File: src/lmfe_defines.vh
// constants for the led matrix serial frame engine
// assumes 32-bit frames, msb first, sampled on rising serial clock
// Behaviour
// - call type 01 addresses one device, 10 all or cluster; 00 and 11 invalid
// - addressed device drives log or read answer for 24 bits after edge 8; others release
// - frame bits 22:16 hold a 7-bit register address, 128 locations
// - write frame bits 15:3 carry the 13-bit register value or operation
// - input checksum over bits 31:3, poly 0x5, seed 000, in last three bits
// - frame accepted only when computed input checksum matches received one
// - write frame output low from select fall, eight zeros, then 24-bit log
// - clocks beyond 32 bits give zero output and set clock-count error
// - write qualifies only if 32 bits, checksum good, writable address
// - qualified write executes, updates register, logs success
// - failed write not executed; sticky error and diagnostic set, logged
// - read frame has msb one and all-zero 13-bit data field
// - read output: eight zeros, error flag, 7 status, 13 data, checksum
// - output checksum over output bits 23:3, poly 0x5, seed 000
// - read qualifies only if 32 bits, checksum good, zero data, call 01
// - qualified read applies clear-on-read and logs requested content
// - failed read leaves clear-on-read alone, sets flags, logs failure
// - read response is driven whether or not the read qualifies
// - all-device call is write only; such reads are errors
// - frame bit 31 zero marks a write
// - input sampled on rising serial clock; master changes on falling
`ifndef LMFE_DEFINES_VH
`define LMFE_DEFINES_VH
`define LMFE_FRAME_BITS 6'd32
`define LMFE_HDR_BITS 6'd8
`define LMFE_CNT_MAX 6'h3f
`define LMFE_RW_BIT 31
`define LMFE_CMD_HI 30
`define LMFE_CMD_LO 29
`define LMFE_ID_HI 28
`define LMFE_ID_LO 24
`define LMFE_ADDR_HI 22
`define LMFE_ADDR_LO 16
`define LMFE_DATA_HI 15
`define LMFE_DATA_LO 3
`define LMFE_CRC_HI 2
`define LMFE_CALL_INDIV 2'h1
`define LMFE_CALL_GROUP 2'h2
`define LMFE_CRC_POLY 3'h5
`define LMFE_CRC_INIT 3'h0
`define LMFE_IN_CRC_LEN 6'd29
`define LMFE_OUT_CRC_LEN 6'd21
`endif

File: src/lmfe_frame_engine.v
// slave frame engine: decodes 32-bit frames, qualifies, logs, answers
// assumes serial pins are asynchronous to clk and much slower than it
`timescale 1ns/10ps
`include "lmfe_defines.vh"
module lmfe_frame_engine (
    // clock and reset
    input wire clk,
    input wire rst,
    // serial link pins
    input wire sclk,
    input wire chipSelectN,
    input wire sdi,
    output wire sdo,
    output wire sdoOe,
    // identity strap and status
    input wire [4:0] ownIdStrap,
    input wire [6:0] generalStatusBits,
    // register side
    output wire [6:0] regAddr,
    output wire [12:0] regWrData,
    output wire regWrStb,
    output wire regRdClrStb,
    input wire wrAddrOk,
    input wire rdAddrOk,
    input wire [12:0] regRdData,
    // error flags and log
    input wire errClear,
    output wire ifErr,
    output wire clkErr,
    output wire crcErr,
    output wire wrErr,
    output wire rdErr,
    output wire [23:0] transactionLog
);
    // input checksum over frame, output checksum over response payload
    function [2:0] crc3;
        input [31:0] msg;
        input [5:0] len;
        integer i;
        reg [2:0] c;
        reg fb;
        begin
            c = `LMFE_CRC_INIT;
            for (i = 0; i < 32; i = i + 1) begin
                if (i < len) begin
                    fb = msg[31 - i] ^ c[2];
                    c = {c[1:0], 1'b0} ^ (fb ? `LMFE_CRC_POLY : 3'h0);
                end
            end
            crc3 = c;
        end
    endfunction

    reg sclkS1_r, sclkS2_r, sclkS3_r;
    reg csS1_r, csS2_r, csS3_r;
    reg sdiS1_r, sdiS2_r;
    reg [31:0] inShift_r;
    reg [5:0] bitCnt_r;
    reg active_r;
    reg selected_r;
    reg [23:0] outShift_r;
    reg sdo_r, sdoOe_r;
    reg [4:0] ownId_r;
    reg [4:0] idSync_r;
    reg idArm_r;
    reg idTaken_r;
    reg evalPend_r;
    reg [31:0] frame_r;
    reg frameLenOk_r;
    reg [6:0] regAddr_r;
    reg [12:0] regWrData_r;
    reg regWrStb_r, regRdClrStb_r;
    reg ifErr_r, clkErr_r, crcErr_r, wrErr_r, rdErr_r;
    reg [23:0] log_r;

    wire sclkRise = sclkS2_r & ~sclkS3_r;
    wire sclkFall = ~sclkS2_r & sclkS3_r;
    wire csFall = ~csS2_r & csS3_r;
    wire csRise = csS2_r & ~csS3_r;
    wire [31:0] inNxt = {inShift_r[30:0], sdiS2_r};
    wire [1:0] hdrCmd = inNxt[`LMFE_CMD_HI - `LMFE_ID_LO:`LMFE_CMD_LO - `LMFE_ID_LO];
    wire [4:0] hdrId = inNxt[`LMFE_ID_HI - `LMFE_ID_LO:0];
    wire hdrRead = inNxt[`LMFE_RW_BIT - `LMFE_ID_LO];
    wire hdrIdMatch = (hdrId == ownId_r);
    // individual call only for own id; group call reaches every device
    wire hdrSel = (hdrCmd == `LMFE_CALL_GROUP) ? 1'b1 : hdrIdMatch;
    // read answer: error flag, status, data field of the last log, checksum
    wire [20:0] rdPayload = {ifErr_r, generalStatusBits, log_r[12:0]};
    wire [2:0] outCrc = crc3({rdPayload, 11'h0}, `LMFE_OUT_CRC_LEN);

    // two-flop synchronisers, a third stage only for edge finding
    always @(posedge clk or posedge rst) begin
        if (rst) begin
            sclkS1_r <= 1'b0;
            sclkS2_r <= 1'b0;
            sclkS3_r <= 1'b0;
            csS1_r <= 1'b1;
            csS2_r <= 1'b1;
            csS3_r <= 1'b1;
            sdiS1_r <= 1'b0;
            sdiS2_r <= 1'b0;
        end else begin
            sclkS1_r <= sclk;
            sclkS2_r <= sclkS1_r;
            sclkS3_r <= sclkS2_r;
            csS1_r <= chipSelectN;
            csS2_r <= csS1_r;
            csS3_r <= csS2_r;
            sdiS1_r <= sdi;
            sdiS2_r <= sdiS1_r;
        end
    end

    // strap passes two flops, then is frozen once after reset release
    always @(posedge clk or posedge rst) begin
        if (rst) begin
            idSync_r <= 5'h0;
            idArm_r <= 1'b0;
            ownId_r <= 5'h0;
            idTaken_r <= 1'b0;
        end else begin
            idSync_r <= ownIdStrap;
            if (!idTaken_r) begin
                ownId_r <= idSync_r;
                idTaken_r <= idArm_r;
                idArm_r <= 1'b1;
            end
        end
    end

    // shifting in, bit counting, header decode and output drive
    always @(posedge clk or posedge rst) begin
        if (rst) begin
            inShift_r <= 32'h0;
            bitCnt_r <= 6'h0;
            active_r <= 1'b0;
            selected_r <= 1'b0;
            outShift_r <= 24'h0;
            sdo_r <= 1'b0;
            sdoOe_r <= 1'b0;
        end else if (csFall) begin
            // drive low at once, first eight bits are zeros
            inShift_r <= 32'h0;
            bitCnt_r <= 6'h0;
            active_r <= 1'b1;
            selected_r <= 1'b0;
            outShift_r <= 24'h0;
            sdo_r <= 1'b0;
            sdoOe_r <= 1'b1;
        end else if (csRise || csS2_r) begin
            active_r <= 1'b0;
            sdo_r <= 1'b0;
            sdoOe_r <= 1'b0;
        end else if (active_r) begin
            if (sclkRise) begin
                inShift_r <= inNxt;
                if (bitCnt_r != `LMFE_CNT_MAX)
                    bitCnt_r <= bitCnt_r + 6'd1;
                if (bitCnt_r == `LMFE_HDR_BITS - 6'd1) begin
                    selected_r <= hdrSel;
                    sdoOe_r <= hdrSel;
                    // read answer goes out even if it later fails
                    if (hdrRead)
                        outShift_r <= {rdPayload, outCrc};
                    else
                        outShift_r <= log_r;
                end
            end else if (sclkFall && bitCnt_r >= `LMFE_HDR_BITS) begin
                // zeros refill behind, so extra clocks read back as zero
                sdo_r <= outShift_r[23];
                outShift_r <= {outShift_r[22:0], 1'b0};
            end
        end
    end

    // end of frame: latch the frame, evaluate one cycle later
    always @(posedge clk or posedge rst) begin
        if (rst) begin
            evalPend_r <= 1'b0;
            frame_r <= 32'h0;
            frameLenOk_r <= 1'b0;
            regAddr_r <= 7'h0;
            regWrData_r <= 13'h0;
        end else begin
            evalPend_r <= csRise & active_r & selected_r;
            if (csRise && active_r) begin
                frame_r <= inShift_r;
                frameLenOk_r <= (bitCnt_r == `LMFE_FRAME_BITS);
                regAddr_r <= inShift_r[`LMFE_ADDR_HI:`LMFE_ADDR_LO];
                regWrData_r <= inShift_r[`LMFE_DATA_HI:`LMFE_DATA_LO];
            end
        end
    end

    wire evRead = frame_r[`LMFE_RW_BIT];
    wire [1:0] evCmd = frame_r[`LMFE_CMD_HI:`LMFE_CMD_LO];
    wire evCrcOk = (crc3(frame_r, `LMFE_IN_CRC_LEN) ==
                    frame_r[`LMFE_CRC_HI:0]);
    wire evCmdValid = (evCmd == `LMFE_CALL_INDIV) || (evCmd == `LMFE_CALL_GROUP);
    wire evWrBad = !wrAddrOk || !evCmdValid;
    // group reads and non-zero data fields make a read fail
    wire evRdBad = (evCmd != `LMFE_CALL_INDIV) || !rdAddrOk
                   || (regWrData_r != 13'h0);
    wire evCmdBad = evRead ? evRdBad : evWrBad;
    wire evOk = frameLenOk_r && evCrcOk && !evCmdBad;

    // execute, log, and keep sticky flags; a new error wins over clear
    always @(posedge clk or posedge rst) begin
        if (rst) begin
            regWrStb_r <= 1'b0;
            regRdClrStb_r <= 1'b0;
            log_r <= 24'h0;
            ifErr_r <= 1'b0;
            clkErr_r <= 1'b0;
            crcErr_r <= 1'b0;
            wrErr_r <= 1'b0;
            rdErr_r <= 1'b0;
        end else begin
            regWrStb_r <= evalPend_r & evOk & !evRead;
            regRdClrStb_r <= evalPend_r & evOk & evRead;
            if (evalPend_r) begin
                // log: ok, len, crc, command errors, address, data
                log_r <= {evOk, !frameLenOk_r, !evCrcOk, evCmdBad, regAddr_r,
                          (evRead && evOk) ? regRdData : regWrData_r};
            end
            if (evalPend_r && !evOk)
                ifErr_r <= 1'b1;
            else if (errClear)
                ifErr_r <= 1'b0;
            if (evalPend_r && !frameLenOk_r)
                clkErr_r <= 1'b1;
            else if (errClear)
                clkErr_r <= 1'b0;
            if (evalPend_r && !evCrcOk)
                crcErr_r <= 1'b1;
            else if (errClear)
                crcErr_r <= 1'b0;
            if (evalPend_r && !evRead && evWrBad)
                wrErr_r <= 1'b1;
            else if (errClear)
                wrErr_r <= 1'b0;
            if (evalPend_r && evRead && evRdBad)
                rdErr_r <= 1'b1;
            else if (errClear)
                rdErr_r <= 1'b0;
        end
    end

    assign sdo = sdo_r;
    assign sdoOe = sdoOe_r;
    assign regAddr = regAddr_r;
    assign regWrData = regWrData_r;
    assign regWrStb = regWrStb_r;
    assign regRdClrStb = regRdClrStb_r;
    assign ifErr = ifErr_r;
    assign clkErr = clkErr_r;
    assign crcErr = crcErr_r;
    assign wrErr = wrErr_r;
    assign rdErr = rdErr_r;
    assign transactionLog = log_r;
endmodule

File: config.mk
export PLATFORM = sky130hd
export DESIGN_NAME = lmfe_frame_engine
export DESIGN_NICKNAME = d
export VERILOG_FILES = /design/src/lmfe_frame_engine.v
export VERILOG_INCLUDE_DIRS = /design/src
export SDC_FILE = /design/constraint.sdc
export NUM_CORES = 1
export LEC_CHECK = 0
export ABC_CLOCK_PERIOD_IN_PS = 6100
export BUFFER_PORTS_ARGS = -buffer_cell sky130_fd_sc_hd__buf_2
export CORE_MARGIN = 5
export CORE_UTILIZATION = 60
export CTS_BUF_LIST = sky130_fd_sc_hd__clkbuf_2 sky130_fd_sc_hd__clkbuf_4 sky130_fd_sc_hd__clkbuf_8
export CTS_CLUSTER_SIZE = 10
export DETAILED_ROUTE_END_ITERATION = 7
export PLACE_DENSITY = 0.87
export RECOVER_POWER = 25
export SETUP_SLACK_MARGIN = 0.05
export SLEW_MARGIN = 20
export SYNTH_ARGS = -nofsm -noshare
export SYNTH_HDL_FRONTEND = slang
export SYNTH_SLANG_ARGS = --single-unit
File: constraint.sdc
create_clock -name clk -period 6.1 [get_ports clk]
set_clock_uncertainty 0.05 [all_clocks]
set_input_delay 0.305 -clock clk [delete_from_list [all_inputs] [get_ports clk]]
set_output_delay 0.305 -clock clk [all_outputs]
set_load 0.05 [all_outputs]
==> out/qor.csv <==
metric,value,unit
io_buffers,85,
grt_pass1_wl,25500,um
drive_gt1_share,29.3,%
place_inst,766,
worstPathRequired,6320,ps
antenna_cells,0,
cp_slowest_cell,dfrtp_1,
antenna_found_initial,0,
crit_top_cell,xnor3_1,
setup_tns,0,ps
fin_cells,808,
cts_htree_levels,4,
die_w,119,um
cts.sinks,151,
pwr-share-clk,37.0,%
nFillCells,810,
critPathMaxStageDelay,470,ps
grt_overflow,0,
finalWirelength,15600,um
finalSetupViolCount,0,
irDropWorstVdd,0.183,mV
die_h,119,um
rsz0062_at_grt,false,
design.die.area,14100,sq um
dr_wl_met2,7350,um
post_cts_buffers,0,
seq_area_frac_synth,53.3,%
fin_crit,2390,ps
route.detailed.drc,0,
synth_cell_types,51,
dp_slack,3620,ps
clk_latency,450,ps
syn2layout_area_growth,12.0,%
globalplace.congestion,0.892,
path_cells,xnor2_1 > xnor3_1 > xnor2_2 > xnor3_1 > nor2_4 > a31oi_1,
yosysTopAreaCell,dfrtp_1,
critPathMaxFanout,17,
cts_max_path_buffers,2,
synth_area_leaders,"dfrtp_1, mux2_2, a22o_1",
p_sw_share,25.8,%
postSynth.asyncResetShare,100,%
numCtsBuffers,17,
via_per_inst,6.03,
ys_seq_elements,151,
track_usage,23.2,%
synth.avg_cell_area,12.1,sq um
status,"complete, no violations",
grt_max_degree,90,
max_slew_margin,23.4,%
worst_pin_slew,1150,ps
maxSlewViolCount,0,
synth-main-ff-cell,dfrtp_1,
top_layer_used,met4,
start_util,61.6,%
synth_edf_count,0,
drtIter0Drc,455,
synthesis.nets,620,
power.internal,1380,uW
power.switching,480,uW
wl_met3,1150,um
cts-root-buf,clkbuf_8,
ioPinCount,86,
dpl.hpwl,10900,um
core-area,11500,sq um
comb_power_share,6.9,%
timing.final.crit_share,39.1,%
final-seq-area,3780,sq um
r2r_end,transactionLog[21],
hold_buffers,9,
min_from,regRdData[4],
start_kind,flip-flop,
nNetsFinal,688,
ctsResizeCount,0,
netlist.area_leader.share,52.2,%
vias,4870,
final-hold-violation-count,0,
drt-met1-wl,6680,um
hold_path_depth,2,
multiInputGateArea,2980,sq um
grt_pass1_vias,4962,
critPathCaptureType,flip-flop,
cts_tree,done,
syn-cell-area,7090,sq um
max_freq,419,MHz
rows,39,
synth.most_common_cell,dfrtp_1,
clk_pin_slew,80,ps
hold_path_end,transactionLog[4],
final_antenna_net_count,0,
hold_path.class,in -> reg,
p_leak,0.00384,uW
worst_r2r_path_depth,6,
ys.warnings.count,0,
synth.cells.most_frequent,"dfrtp_1, mux2_2, nor2_1",
pwr-share-seq,56.1,%
drv_cap,0,
synthesis.instances,584,
worstSetupPathType,reg -> reg,
worst_slack,3710,ps
timing.rr.start,frame_r[7],
firstDrtPassIters,5,
arrival,2610,ps
power_density,234,nW/um^2
rrSetupSlack,3710,ps
wire_per_inst,19.3,um
==> metal layers <==
| layer | track usage [%] | vias up |
|---|---|---|
| li1 | - | 2189 |
| met1 | 31.1 | 2469 |
| met2 | 35.8 | 173 |
| met3 | 6.16 | 39 |
| met4 | 10.4 | 0 |
| met5 | 0 | - |
==> critical path, delay by kind of cell, from the launching register on <==
kind / cells / cell delay, ps
xor gates and xnor gates: 4 / 1170
AOI/OAI and AO/OA: 1 / 150
DFF: 1 / 470
and+or+nand+nor: 1 / 360
==> layout make-up <==
| type | count | share of cell area, % |
|---|---|---|
| clock inverters | 12 | 1.18 |
| flip-flops and latches | 151 | 47.6 |
| repair buffers | 102 | 7.33 |
| well taps | 143 | 2.25 |
| inverters | 14 | 0.725 |
| multi-input cells | 366 | 37.6 |
| clock buffers | 20 | 3.31 |
==> cells by family (layout without fill, tap and decap cells) <==
family	after synthesis	after routing	synth area share, %
mux	80	80	12.3
fa+ha+maj	3	3	0.529
buf+inv	67	148	4.89
simple gates	112	112	7.55
xor+xnor	59	59	9.76
compound gates	112	112	11.6
flops	151	151	53.3
==> power by group through the flow <==
stage | logic [uW] | clock network, uW | registers, uW
floorplan | 86.7 | 0 | 1060
global placement | 119 | 0 | 1060
detailed placement | 123 | 0 | 1060
CTS | 128 | 704 | 1040
global route | 144 | 748 | 1050
finish | 128 | 689 | 1040
==> sequential cells by signal (all words and copies together), names as in the netlist, 5 cells and up <==
name and cells:
transactionLog 24, outShift_r 24, bitCnt_r 6, frame_r 32, idSync_r 5, ownId_r 5, inShift_r 32
==> worst max-delay path by stage <==
stage	start	end	slack, ps	depth (start not counted)
3_3_place_gp	sclkS3_r	bitCnt_r[5]	3740	6
6_report	frame_r[7]	transactionLog[21]	3710	6
2_1_floorplan	rst	active_r	1690	1
4_1_cts	csS3_r	bitCnt_r[5]	3640	6
3_5_place_dp	csS3_r	bitCnt_r[5]	3620	6
5_1_grt	frame_r[7]	transactionLog[21]	3550	6
==> stage by stage <==
stage	utilization, %	hold WS [ps]	instance area [sq um]	power (uW)
after floorplan	-	259	7090	1150
after global placement	65.0	283	7480	1180
after detailed placement	65.0	299	7480	1190
after CTS	68.8	13.2	7930	1880
after global routing	69.0	20.0	7940	1940
final	69.0	45.4	7940	1860
==> cells in the final DEF (no fill, tap or decap), types with 3 or more instances in the layout <==
cell and instances:
inv_1 12, clkbuf_8 18, xor2_1 15, clkinv_2 3
nor2_1 37, dfrtp_1 148, a31o_1 14, xnor3_1 10
o21ai_0 8, nand3_1 5, nand2_1 36, nor3_1 3
nand4_1 3, xnor2_1 30, clkinv_4 3, a21oi_1 23
inv_6 4, buf_2 84, a22o_1 32, mux2i_1 23
nand2b_1 3, mux2_2 57, ha_1 3, o31ai_1 22
nor2b_1 3, dlygate4sd3_1 9, and3_1 3, buf_4 7
xnor2_2 3
No activity file was read; power rests on OpenSTA's default activity.
